## src/shared/stack_page_pkg.sv

```systemverilog
// Package of constants and types for the stack limit and page address checker
// Behaviour
// - Stack pointer addresses next free word, grows up
// - Pop predecrements; push writes then increments
// - Call push zero-extends counter upper byte
// - Exception push joins status low byte, upper byte
// - Stack limit register not reset, undefined
// - Stack limit bit zero always reads zero; here cleared on each write only, undefined before the first
// - Stack pointer addresses compared with stack limit
// - Push at limit ok; next push traps
// - Stack pointer below 0800h raises underflow trap
// - Addresses below 8000h ignore page registers
// - Pages 001h-1FFh select 32K windows upward
// - Page zero at or above 8000h traps
// - Near region reachable directly and indirectly
package stack_page_pkg;
    // Data path widths
    localparam int ADDR_W = 16;
    localparam int PAGE_W = 9;
    localparam int EXT_W = 24;
    // Address thresholds
    localparam logic [15:0] UNDERFLOW_LIMIT = 16'h0800;
    localparam logic [15:0] PAGED_BASE = 16'h8000;
    localparam logic [15:0] NEAR_TOP = 16'h1fff;
    localparam logic [8:0] PAGE_INVALID = 9'h000;
    // Stack pointer reset value, aligned word at the underflow boundary
    localparam logic [15:0] SP_RESET = 16'h0800;
    // Stack word step in bytes
    localparam logic [15:0] WORD_STEP = 16'h0002;
    // Stack operation codes from the core
    typedef enum logic [2:0] {
        OP_NONE = 3'b000,
        OP_PUSH = 3'b001,
        OP_POP = 3'b010,
        OP_CALL = 3'b011,
        OP_EXC = 3'b100,
        OP_LOAD = 3'b101
    } stack_op_t;
endpackage

```

## src/rtl/stack_page_check.sv

```systemverilog
// Stack pointer, stack limit and page mapped access checker
`timescale 1ns/100ps
module stack_page_check
    import stack_page_pkg::*;
(
    // Clock and reset
    input wire logic i_sys_clk,
    input wire logic i_rst,
    // Stack operations from the core
    input wire logic [2:0] i_stack_op,
    input wire logic [15:0] i_push_data,
    input wire logic [15:0] i_sp_load,
    input wire logic [22:0] i_pc,
    input wire logic [7:0] i_status_low_byte,
    // Stack limit write
    input wire logic i_limit_wr,
    input wire logic [15:0] i_limit_data,
    // Data access, indirect or direct
    input wire logic i_acc_valid,
    input wire logic i_acc_write,
    input wire logic [15:0] i_acc_addr,
    input wire logic i_acc_direct,
    // Page registers
    input wire logic [8:0] i_data_read_page_reg,
    input wire logic [8:0] i_data_write_page_reg,
    // Stack memory request
    output logic o_stk_valid,
    output logic o_stk_write,
    output logic [15:0] o_stk_addr,
    output logic [15:0] o_stk_wdata,
    // Data access result
    output logic o_acc_valid,
    output logic o_acc_write,
    output logic [23:0] o_ext_addr,
    output logic o_acc_near,
    // State and traps
    output logic [15:0] o_stack_pointer_reg,
    output logic [15:0] o_stack_limit_reg,
    output logic o_stack_error_trap,
    output logic o_address_error_trap
);
    // Registered state
    logic [15:0] sp_q, sp_d; // Next free word
    logic [15:0] lim_q, lim_d; // No reset on purpose
    logic stk_valid_q, stk_valid_d;
    logic stk_write_q, stk_write_d;
    logic [15:0] stk_addr_q, stk_addr_d;
    logic [15:0] stk_wdata_q, stk_wdata_d;
    logic acc_valid_q, acc_valid_d;
    logic acc_write_q, acc_write_d;
    logic [23:0] ext_q, ext_d; // Mapped extended address
    logic near_q, near_d;
    logic serr_q, serr_d;
    logic aerr_q, aerr_d;
    // Mapper outputs, page select into the mapper and the cast op code
    logic [23:0] map_addr;
    logic map_fault;
    logic map_near;
    logic [8:0] sel_page;
    stack_op_t op;

    // Effective stack address check against limit and underflow
    // Equal to the limit passes, so the word at the limit stays usable
    function automatic logic stack_bad(input logic [15:0] ea, input logic [15:0] lim);
        stack_bad = (ea > lim) || (ea < UNDERFLOW_LIMIT);
    endfunction

    // Op code cast once; unused codes land in the idle branch
    assign op = stack_op_t'(i_stack_op);
    // Page chosen by direction of the access
    assign sel_page = i_acc_write ? i_data_write_page_reg : i_data_read_page_reg;

    page_map u_map (
        .i_addr(i_acc_addr),
        .i_page(sel_page),
        .o_ext_addr(map_addr),
        .o_page_fault(map_fault),
        .o_near(map_near)
    );

    // Stack next state
    always_comb begin
        logic [15:0] ea;
        // Defaults: no request, no trap, pointer held
        ea = sp_q;
        sp_d = sp_q;
        stk_valid_d = 1'b0;
        stk_write_d = 1'b0;
        stk_addr_d = stk_addr_q;
        stk_wdata_d = stk_wdata_q;
        serr_d = 1'b0;
        // One op per cycle, so only one stack address is formed
        case (op)
            OP_PUSH, OP_CALL, OP_EXC: begin
                // Write at current pointer first, then step up
                ea = sp_q;
                if (stack_bad(ea, lim_q)) begin
                    serr_d = 1'b1;
                end else begin
                    stk_valid_d = 1'b1;
                    stk_write_d = 1'b1;
                    stk_addr_d = ea;
                    sp_d = sp_q + WORD_STEP;
                    if (op == OP_CALL) begin
                        stk_wdata_d = {8'h00, 1'b0, i_pc[22:16]};
                    end else if (op == OP_EXC) begin
                        stk_wdata_d = {i_status_low_byte, 1'b0, i_pc[22:16]};
                    end else begin
                        stk_wdata_d = i_push_data;
                    end
                end
            end
            OP_POP: begin
                // Step down first, then read
                ea = sp_q - WORD_STEP;
                if (stack_bad(ea, lim_q)) begin
                    serr_d = 1'b1;
                end else begin
                    stk_valid_d = 1'b1;
                    stk_addr_d = ea;
                    sp_d = ea;
                end
            end
            OP_LOAD: begin
                // Pointer reloaded by the core, kept word aligned
                sp_d = {i_sp_load[15:1], 1'b0};
            end
            default: begin
                // Idle or unused code: nothing happens
                sp_d = sp_q;
            end
        endcase
    end

    // Stack limit next value; not reset, bit zero forced low
    always_comb begin
        lim_d = lim_q;
        // A new limit is used from the next edge on
        if (i_limit_wr) begin
            lim_d = {i_limit_data[15:1], 1'b0};
        end
    end

    // Data access next state, direct or indirect; faulting access dropped
    always_comb begin
        acc_valid_d = 1'b0;
        acc_write_d = acc_write_q;
        // Address and near flag stand until the next access
        ext_d = ext_q;
        near_d = near_q;
        aerr_d = 1'b0;
        if (i_acc_valid) begin
            if (i_acc_direct) begin
                // Direct reaches only the near region
                ext_d = {8'h00, 3'b000, i_acc_addr[12:0]};
                near_d = 1'b1;
                acc_valid_d = 1'b1;
                acc_write_d = i_acc_write;
            end else if (map_fault) begin
                // Trap instead of the access; nothing reaches memory
                aerr_d = 1'b1;
            end else begin
                // Low or paged mapping from the shared mapper
                ext_d = map_addr;
                near_d = map_near;
                acc_valid_d = 1'b1;
                acc_write_d = i_acc_write;
            end
        end
    end

    // Reset registers
    always_ff @(posedge i_sys_clk or posedge i_rst) begin
        if (i_rst) begin
            // Requests and traps cleared, pointer at its start
            sp_q <= SP_RESET;
            stk_valid_q <= 1'b0;
            stk_write_q <= 1'b0;
            stk_addr_q <= 16'h0000;
            stk_wdata_q <= 16'h0000;
            acc_valid_q <= 1'b0;
            acc_write_q <= 1'b0;
            ext_q <= 24'h000000;
            near_q <= 1'b0;
            serr_q <= 1'b0;
            aerr_q <= 1'b0;
        end else begin
            // Register next values
            sp_q <= sp_d;
            stk_valid_q <= stk_valid_d;
            stk_write_q <= stk_write_d;
            stk_addr_q <= stk_addr_d;
            stk_wdata_q <= stk_wdata_d;
            acc_valid_q <= acc_valid_d;
            acc_write_q <= acc_write_d;
            ext_q <= ext_d;
            near_q <= near_d;
            serr_q <= serr_d;
            aerr_q <= aerr_d;
        end
    end

    // Limit register deliberately outside reset
    always_ff @(posedge i_sys_clk) begin
        lim_q <= lim_d;
    end

    // Outputs straight from flops
    assign o_stk_valid = stk_valid_q;
    assign o_stk_write = stk_write_q;
    assign o_stk_addr = stk_addr_q;
    assign o_stk_wdata = stk_wdata_q;
    assign o_acc_valid = acc_valid_q;
    assign o_acc_write = acc_write_q;
    assign o_ext_addr = ext_q;
    assign o_acc_near = near_q;
    assign o_stack_pointer_reg = sp_q;
    assign o_stack_limit_reg = lim_q;
    assign o_stack_error_trap = serr_q;
    assign o_address_error_trap = aerr_q;
endmodule

```

## src/rtl/page_map.sv

```systemverilog
// Indirect address to extended data space mapping with invalid page detection
`timescale 1ns/100ps
module page_map
    import stack_page_pkg::*;
(
    // Request
    input wire logic [15:0] i_addr,
    input wire logic [8:0] i_page,
    // Result
    output logic [23:0] o_ext_addr,
    output logic o_page_fault,
    output logic o_near
);
    // Combinational mapping, shared by read and write paths
    always_comb begin
        o_near = (i_addr <= NEAR_TOP);
        if (i_addr < PAGED_BASE) begin
            // Page registers ignored, low part of space
            o_ext_addr = {8'h00, i_addr};
            o_page_fault = 1'b0;
        end else begin
            // Page n maps to n*32K + low 15 bits
            o_ext_addr = {i_page, i_addr[14:0]};
            o_page_fault = (i_page == PAGE_INVALID);
        end
    end
endmodule

```

## config.mk

```make
export PLATFORM = sky130hd
export DESIGN_NAME = stack_page_check
export DESIGN_NICKNAME = d
export VERILOG_FILES = /design/src/shared/stack_page_pkg.sv /design/src/rtl/stack_page_check.sv /design/src/rtl/page_map.sv
export SDC_FILE = /design/constraint.sdc
export NUM_CORES = 1
export LEC_CHECK = 0
export BUFFER_PORTS_ARGS = -buffer_cell sky130_fd_sc_hd__buf_2
export CAP_MARGIN = 10
export CORE_ASPECT_RATIO = 0.6
export CORE_MARGIN = 3
export CORE_UTILIZATION = 50
export DETAILED_ROUTE_END_ITERATION = 8
export PLACE_DENSITY = 0.86
export RECOVER_POWER = 100
export SLEW_MARGIN = 20
export SYNTH_ARGS = -nofsm -noshare
export SYNTH_HDL_FRONTEND = slang
export SYNTH_SLANG_ARGS = --single-unit
export TNS_END_PERCENT = 1
```

## constraint.sdc

```tcl
create_clock -name i_sys_clk -period 5 [get_ports i_sys_clk]
set_clock_uncertainty 0.1 [all_clocks]
set_input_delay 1 -clock i_sys_clk [delete_from_list [all_inputs] [get_ports i_sys_clk]]
set_output_delay 1 -clock i_sys_clk [all_outputs]
set_load 0.1 [all_outputs]
```

## Yosys cells after proc, flatten, opt, wreduce, memory -nomap -nowiden

Index checks and enable logic that the tools add are counted.

- Add/subtract/negate cells: 2
- $lt $le $gt $ge: 6
- Equality and inequality tests: 8
- Muxes and demuxes: 29
- Bitwise operators: 1
- Reductions and logical operators: 10

Operators by type and width:

| operator | number |
|---|---|
| 16-bit 2-to-1 mux | 5 |
| 24-bit 2-to-1 mux | 3 |
| 16-bit one-hot mux with 3 select lines | 1 |
| 16-bit > comparator | 2 |
| 16-bit by 12-bit < comparator with 1-bit output (second input constant) | 2 |
| 16-bit one-hot mux with 2 select lines | 1 |
| 16-bit by 2-bit adder with 16-bit output (second input constant) | 1 |
| 16-bit by 13-bit <= comparator with 1-bit output (second input constant) | 1 |
| 16-bit < comparator (second input constant) | 1 |
| 1-bit 2-to-1 mux | 16 |
| 16-bit by 2-bit subtractor with 16-bit output (second input constant) | 1 |
| 9-bit zero test | 1 |
| 9-bit 2-to-1 mux | 1 |
| 3-bit by 2-bit equality test with 1-bit output (second input constant) | 2 |
| 3-bit equality test (second input constant) | 2 |
| 2-bit != test (second input constant) | 3 |
| 3-bit AND reduction | 2 |
| 1-bit one-hot mux with 2 select lines | 2 |
| 2-bit AND reduction | 2 |
| 3-bit by 1-bit equality test with 1-bit output (second input constant) | 1 |
| 3-bit nonzero test | 1 |
| 3-bit OR reduction | 1 |
| 1-bit logical OR | 2 |
| 2-bit nonzero test | 1 |
| 1-bit inverter | 1 |

- Register bits: 94
- Bits of input ports: 122
- Output and inout port bits: 95
- Logic and storage cells: 68

## Longest topological paths before layout

Gate-level depths: netlist of the first run.

- Depth after elaboration: 6
- Depth in mapped cells: 17

## Hierarchy

Synthesis of the first run repeated with hierarchy kept, for this count alone.

- Cell total of the unflattened synthesis: 655
- Area, all modules: 6,053.3 µm²

Modules (own cells, without submodules):

| module | times used | cells an instance | area each (µm²) | sequential area each (µm²) |
|---|---|---|---|---|
| stack_page_check | 1 | 626 | 5,840.6 | 2,378.5 |
| page_map | 1 | 29 | 212.7 | 0.0 |

## Worst setup path after synthesis of the first run

No wires, ideal clock.

- Path type: register to register
- From: register sp_q[1], in the netlist o_stack_pointer_reg[1]
- To: register stk_addr_q[10], in the netlist o_stk_addr[10]
- Library setup time: 0.126 ns
- Arrival time: 4.524 ns
- Required time: 4.774 ns
- Slack: 0.250 ns
- Stages on the path, launching flop included: 17
- Clock period less this slack: 4.750 ns
- Cell sequence: dfrtp_1 -> inv_1 -> ha_1 -> or4b_1 -> buf_2 -> nor2_1 -> nand3_1 -> nor3_1 -> xnor2_1 -> ha_1 -> nor4bb_1 -> a21boi_2 -> nor4b_2 -> or3_1 -> buf_6 -> buf_12 -> mux2_4

- Cells in the longest elaborated chain, start to end: 5
- Elaborated cells between the ends (all ways): 12
- Classes of those cells: 1 x add/sub; 4 x order compare; 2 x eq/ne; 2 x mux; 3 x reduce/logical

Ends and longest elaborated chain:

| element | RTL line | RTL |
|---|---|---|
| start, declared | stack_page_check.sv:43 | `logic [15:0] sp_q, sp_d;` |
| start signal, assigned | stack_page_check.sv:189 | `sp_q <= sp_d;` |
| 16-bit by 2-bit subtractor with 16-bit output | stack_page_check.sv:115 | `ea = sp_q - WORD_STEP;` |
| 16-bit > comparator or 16-bit by 12-bit < comparator with 1-bit output (tied branches) | stack_page_check.sv:65 | `stack_bad = (ea > lim) \|\| (ea < UNDERFLOW_LIMIT);` |
| 1-bit logical OR | stack_page_check.sv:65 |  |
| 2-bit != test (no line) | -- |  |
| 3-bit AND reduction (no line) | -- |  |
| end signal, assigned | stack_page_check.sv:192 | `stk_addr_q <= stk_addr_d;` |
| end, declared | stack_page_check.sv:47 | `logic [15:0] stk_addr_q, stk_addr_d;` |

Parallel ways exist; a longest one is shown, timed or not. The select of a mux whose other input is x is not followed.
A chain may end at the register's enable or synchronous reset.

## Final worst setup path of the first run

- From: register sp_q[1], in the netlist o_stack_pointer_reg[1]
- To: register stk_addr_q[7], in the netlist o_stk_addr[7]

Same word-level chain as after synthesis.

==> results of run 1 <==
-- routing by layer --
layer / global-route usage / vias to the layer above / wire length (um)
met5: 0 / - / 0
met4: 0.0406 / 0 / 137
met3: 0.0695 / 20 / 1810
met2: 0.360 / 296 / 7120
met1: 0.381 / 2541 / 7530
li1: - / 2616 / -
-- synthesized netlist by cell type (9+ instances only) --
master	count	area, um^2
nand2_1	98	368
nand3_1	14	70.1
inv_1	37	139
a22oi_1	9	67.6
xnor2_1	19	166
nor3_1	9	45.0
nor2_1	52	195
mux2i_1	18	180
a21oi_1	38	190
ha_1	31	388
o31ai_1	12	90.1
dfrtp_1	76	1900
edfxtp_1	15	450
clkbuf_1	25	93.8
o21ai_0	23	115
-- how the worst max path moves through the flow --
stage | end | slack, ns | start
after global placement | o_stk_addr[9] | 0.26 | o_stack_pointer_reg[1]
final | o_stk_addr[7] | 0.30 | o_stack_pointer_reg[1]
after global routing | o_stk_addr[12] | 0.14 | o_stack_pointer_reg[1]
after CTS | o_stk_addr[7] | 0.18 | o_stack_pointer_reg[1]
after floorplan | o_stk_addr[10] | 0.25 | o_stack_pointer_reg[1]
after detailed placement | o_stk_addr[7] | 0.17 | o_stack_pointer_reg[1]
-- power breakdown --
group	switching (mW)	total [mW]	internal, mW
registers	0.211	1.19	0.980
clock network	0.316	0.677	0.361
logic	2.55	3.26	0.714
total	3.07	5.13	2.06
-- worst max-delay path, cell delays in order, from the launching register on --
cell      delay [ns]
dfrtp_1         0.49
inv_1           0.12
ha_1            0.24
or4b_1          0.53
nor2_1          0.28
nand2_1         0.16
xnor2_1         0.15
ha_1            0.33
a21oi_1         0.14
o21ai_0         0.11
a22oi_1         0.34
a21boi_2        0.14
nor4b_4         0.64
or3_1           0.19
buf_4           0.25
mux2_2          0.37
-- layout make-up --
cell class	count	area [um^2]	share of cell area
multi-input combinational	460	3040	0.433
clock buffer	10	239	0.0340
timing repair buffer	216	1000	0.142
sequential	92	2380	0.338
inverter	37	140	0.0199
clock inverter	6	53.8	0.00766
tap	139	174	0.0247
-- per-stage QoR --
stage	worst slack [ns]	instance area (um^2)
after floorplan	0.250	5770
after global placement	0.259	6890
after detailed placement	0.173	6890
after CTS	0.175	7180
after global routing	0.141	7030
final	0.296	7030
-- cells by family after synthesis --
kind of cell,share of synthesized area
xor gates and xnor gates,0.0419
adders and majority gates,0.0693
muxes,0.0678
other,0.000651
DFF,0.413
AOI/OAI and AO/OA,0.163
and+or+nand+nor,0.186
buffers and inverters,0.0574
==> reports/metrics.csv, run 1 <==
stage,metric,value,unit
critical_path,R2R depth,15,
clock_network,clock tree from TritonCTS,done,
timing,Max Fclk,213,MHz
critical_path,Reg-to-Reg Start,o_stack_pointer_reg[1],
yosys,Synth Instances,625,
placed_design,Port Buffers,195,
die,Rows,29,
route,routed vias,5473,
run_status,run status,finished with violations,
timing,final cycle utilization of the critical path,0.941,
worst_hold_path,min-delay src,o_ext_addr[13],
clock_network,Max Buffers Root-to-Sink,2,
critical_path,Arrival @ worst endpoint,4.82,ns
critical_path,CP max FO,16,
timing,setup repair after global routing missed its margin,false,
timing,relative slew slack,-0.628,
route,number of DRC markers in iteration 0,407,
die,Total Die Area,12900,um^2
critical_path,Setup crit start kind,flip-flop,
clock_network,clk slew on worst S/H paths,0.07,ns
die,Die Wd,145,um
placed_design,Inst Count DP,944,
timing,fin. max-slew vios,47,
worst_hold_path,HP Class,flip-flop to flip-flop,
yosys,cell area after synthesis,5760,um^2
pwr,Max VDD drop,0.622,mV
clock_network,setup bufs post-CTS,0,
grt,initial antenna violation count,0,
placed_design,HPWL after detailed placement,12.9,mm
grt,GR Util All Layers,0.249,
critical_path,CP endpoint kind,flip-flop,
cells_and_area,layout net count,969,
clock_network,Skew-Pair Late Insertion Delay,0.34,ns
die,Ports,217,
timing,Final Hold Fails,0,
worst_hold_path,hold path depth,2,
grt,Congestion Overflow GR,0,
route,Antenna Nets Post-Route,0,
clock_network,hold_buf cts,0,
critical_path,worst path required time,5.12,ns
die,Initial Util,0.529,
clock_network,clock sink count,92,
yosys,Post-synth EDFFs,15,
clock_network,Root Driver,clkbuf_16,
cells_and_area,max FFs per register,24,
timing,final hold slack,0.375,ns
route,Vias per Instance,5.70,
placed_design,routability cong.,0.971,
route,WL final,16.6,mm
cells_and_area,# fillers,967,
worst_hold_path,Hold Path End,o_ext_addr[13],
grt,largest net degree at the start of global routing,47,
die,CORE AREA,10900,um^2
critical_path,Setup Crit Path Kind,flip-flop to flip-flop,
cells_and_area,"most common cell after layout, fill and taps aside",buf_2,
critical_path,Reg2Reg Capture Point,o_stk_addr[7],
cells_and_area,highest-count cells in the layout ignoring fill and taps,"buf_2 (101), nand2_1 (98), clkbuf_1 (98)",
clock_network,post-CTS sizing,0,
yosys,"Seq/Total Area, Yosys",0.413,
cells_and_area,utilization after layout,0.646,
clock_network,total CTS buffers,9,
route,DRC,0,
pwr,Total Power,5.13,mW
yosys,ys async rst share,0.837,
clock_network,CTS H-tree lvls,3,
yosys,mean area per synthesized cell,9.21,um^2
timing,Finish-stage setup viols,0,
grt,vias in the first global route,4986,
yosys,Syn. warnings,0,
yosys,Yosys reg bits,92,
cells_and_area,Area growth syn-to-layout,22.1,%
timing,setup TNS,0,ns
die,die height,89.1,um
run_status,failing checks,"max-capacitance violations, max-slew violations",
yosys,Unique masters post-synth,70,
timing,Period minus WS final,4.70,ns
pwr,P_leak,3.31,nW
job,max cap viols,1,
grt,global-route wire length before repair,25.1,mm
cells_and_area,final non-filler cell total,960,
yosys,Most used DFF post-synth,dfrtp_1,
route,drt wl/cell,17.3,um
timing,actual slew at the worst max-slew pin,2.44,ns
pwr,PD cells,730,nW/um^2
cells_and_area,Antenna diodes,0,
critical_path,reg2reg setup slack,0.30,ns
cells_and_area,layout cells sized above 1,0.192,
route,drt pass-1 iters,5,
No activity file was read; power rests on OpenSTA's default activity.
==> inputs of run 2 (changes only) <==
--- a/config.mk
+++ b/config.mk
@@ -9,12 +9,12 @@
 export CAP_MARGIN = 10
 export CORE_ASPECT_RATIO = 0.6
 export CORE_MARGIN = 3
-export CORE_UTILIZATION = 50
+export CORE_UTILIZATION = 45
 export DETAILED_ROUTE_END_ITERATION = 8
-export PLACE_DENSITY = 0.86
+export PLACE_DENSITY = 0.82
 export RECOVER_POWER = 100
 export SLEW_MARGIN = 20
 export SYNTH_ARGS = -nofsm -noshare
 export SYNTH_HDL_FRONTEND = slang
 export SYNTH_SLANG_ARGS = --single-unit
-export TNS_END_PERCENT = 1
+export TNS_END_PERCENT = 5
==> constraint.sdc (replaced) <==
create_clock -name i_sys_clk -period 4.1 [get_ports i_sys_clk]
set_clock_uncertainty 0.1 [all_clocks]
set_input_delay 0.82 -clock i_sys_clk [delete_from_list [all_inputs] [get_ports i_sys_clk]]
set_output_delay 0.82 -clock i_sys_clk [all_outputs]
set_load 0.1 [all_outputs]
==> reports/metrics.csv, run 2 (synthesis gave the netlist of run 1 again) <==
stage,metric,value,unit,change
critical_path,family with the most delay on the worst path,simple AND/OR/NAND/NOR gates,,
die,Ports,217,,unchanged
grt,global-route wire length before repair,26.2,mm,+4.3%
timing,Finish-stage setup viols,0,,unchanged
route,WL final,16.7,mm,+0.58%
cells_and_area,"most common cell after layout, fill and taps aside",buf_2,,
timing,Max Fclk,249,MHz,+17%
cells_and_area,max FFs per register,24,,unchanged
timing,relative slew slack,-0.0447,,+0.583
cells_and_area,layout cells sized above 1,0.230,,+0.0373
die,die height,93.6,um,+5.0%
cells_and_area,layout net count,975,,+0.62%
clock_network,CTS H-tree lvls,3,,unchanged
clock_network,clock tree from TritonCTS,done,,
route,DRC,0,,unchanged
critical_path,reg2reg setup slack,0.08,ns,-0.21 ns
timing,final hold slack,0.376,ns,+0.000720 ns
clock_network,clock sink count,92,,unchanged
route,Vias per Instance,5.45,,-4.4%
route,drt pass-1 iters,6,,+1
timing,setup TNS,0,ns,unchanged
worst_hold_path,hold path depth,2,,unchanged
route,Antenna Nets Post-Route,0,,unchanged
cells_and_area,final non-filler cell total,992,,+3.3%
clock_network,total CTS buffers,9,,unchanged
worst_hold_path,HP Class,flip-flop to flip-flop,,
run_status,run status,finished with violations,,
die,Total Die Area,14200,um^2,+10%
critical_path,"slowest stage delay, CP",0.58,ns,-0.06 ns
cells_and_area,Area growth syn-to-layout,24.9,%,
worst_hold_path,min-delay src,o_ext_addr[7],,
route,drt wl/cell,16.8,um,-2.7%
run_status,failing checks,"max-capacitance violations, max-slew violations",,
critical_path,Setup Crit Path Kind,flip-flop to flip-flop,,
timing,setup repair after global routing missed its margin,false,,
worst_hold_path,Hold Path End,o_ext_addr[7],,
timing,Period minus WS final,4.02,ns,-0.686 ns
timing,actual slew at the worst max-slew pin,1.57,ns,-0.874 ns
grt,largest net degree at the start of global routing,34,,-28%
clock_network,Skew-Pair Late Insertion Delay,0.34,ns,about the same
critical_path,Reg-to-Reg Start,o_stack_pointer_reg[1],,
grt,initial antenna violation count,0,,unchanged
die,CORE AREA,12300,um^2,+13%
critical_path,Setup crit start kind,flip-flop,,
critical_path,worst path bufs/invs,2,,unchanged
critical_path,R2R depth,14,,-1
grt,Congestion Overflow GR,0,,unchanged
timing,final cycle utilization of the critical path,0.980,,+0.0391
placed_design,Inst Count DP,975,,+3.3%
critical_path,CP endpoint kind,flip-flop,,
critical_path,CP max FO,16,,unchanged
critical_path,worst path required time,4.23,ns,-0.89 ns
timing,Final Hold Fails,0,,unchanged
placed_design,HPWL after detailed placement,13.4,mm,+4.2%
critical_path,Reg2Reg Capture Point,o_stk_addr[3],,
grt,GR Util All Layers,0.227,,-0.0220
critical_path,Arrival @ worst endpoint,4.14,ns,-0.68 ns
job,max cap viols,1,,unchanged
grt,vias in the first global route,5014,,+0.56%
cells_and_area,highest-count cells in the layout ignoring fill and taps,"buf_2 (101), clkbuf_1 (99), nand2_1 (98)",,
critical_path,crit-path cells,inv_4 > ha_4 > or4b_1 > nor2_4 > nand3_2 > nor3_2 > xnor2_1 > ha_1 > nor4bb_2 > and4_2 > and3_1 > or3_1 > buf_12 > mux2_4,,
cells_and_area,utilization after layout,0.587,,-0.0587
timing,fin. max-slew vios,31,,-34%
pwr,Max VDD drop,0.698,mV,+12%
die,Die Wd,152,um,+5.2%
cells_and_area,# fillers,1142,,+18%
clock_network,clk slew on worst S/H paths,0.07,ns,about the same
route,routed vias,5406,,-1.2%
placed_design,Port Buffers,195,,unchanged
die,Rows,31,,+6.9%
cells_and_area,Antenna diodes,0,,unchanged
route,number of DRC markers in iteration 0,552,,+36%
pwr,PD cells,889,nW/um^2,+22%
die,Initial Util,0.470,,-0.0592
clock_network,Max Buffers Root-to-Sink,2,,unchanged
placed_design,routability cong.,0.943,,-2.9%
pwr,P_leak,3.35,nW,+1.4%
pwr,Total Power,6.39,mW,+25%
clock_network,Root Driver,clkbuf_16,,
critical_path,slowest cell on the critical path,or4b_1,,
-- run 2: changes by cell type in the layout (fill, tap and decap cells not counted), moves of 2 or more --
cell / change
dfrtp_2: +7
buf_4: +4
nor3_1: -2
dfrtp_1: -7
mux2_1: -8
mux2_4: +8
nor3_2: +2
inv_6: -2
inv_4: +2
inv_1: -2
-- run 2: repair_timing --
| action | 4_1_cts | 5_1_grt |
|---|---|---|
| hold buffers | 0 | 0 |
| setup buffers | 0 | 1 |
| hold endpoints to repair | 0 | 0 |
| resized for setup | 0 | 2 |
| setup endpoints to repair | 0 | 14 |
-- run 2: final cells by class --
class | count | area (um^2) | share of cell area
Clock buffer | 9 | 225 | 0.0313
Tap cell | 165 | 206 | 0.0287
Clock inverter | 7 | 58.8 | 0.00817
Multi-Input combinational cell | 460 | 3120 | 0.434
Inverter | 37 | 143 | 0.0198
Timing Repair Buffer | 222 | 1050 | 0.147
Sequential cell | 92 | 2390 | 0.332
-- run 2: stage by stage --
| stage | cell area (um^2) | worst slack [ns] |
|---|---|---|
| 3_5_place_dp | 7030 | 0.122 |
| 5_1_grt | 7190 | 0.00380 |
| 3_3_place_gp | 7030 | 0.192 |
| 4_1_cts | 7320 | 0.0945 |
| 6_report | 7190 | 0.0821 |
| 2_1_floorplan | 5830 | 0.00649 |
-- run 2: worst max path at each step --
stage	from	endpoint	slack (ns)	depth (start not counted)
after floorplan	o_stack_pointer_reg[1]	o_stk_addr[10]	0.006	17
after global placement	o_stack_pointer_reg[1]	o_stk_addr[12]	0.19	14
after detailed placement	o_stack_pointer_reg[1]	o_stk_addr[3]	0.12	14
after CTS	o_stack_pointer_reg[1]	o_stk_addr[3]	0.09	14
after global routing	o_stack_pointer_reg[1]	o_stk_addr[15]	0.004	15
final	o_stack_pointer_reg[1]	o_stk_addr[3]	0.08	14
-- run 2: power by group --
group,switching (mW),internal [mW],leakage (nW)
registers,0.248,1.20,1.09
clock network,0.384,0.423,0.140
logic,3.15,0.989,2.12
-- run 2: routing by layer --
layer	vias up	part of all wire	GRT usage	routed length [um]
li1	2640	-	-	-
met1	2487	0.49	0.359	8120
met2	266	0.41	0.323	6770
met3	13	0.10	0.0509	1730
met4	0	0.0052	0.0277	87
met5	-	0	0	0
-- run 2: worst register-to-register path: cells and delay by family (launching register included) --
kind          cells  cell delay, ns
xor+xnor          1            0.19
fa+ha+maj         2            0.48
buf+inv           2            0.29
flops             1            0.45
mux               1            0.30
simple gates      8            2.08
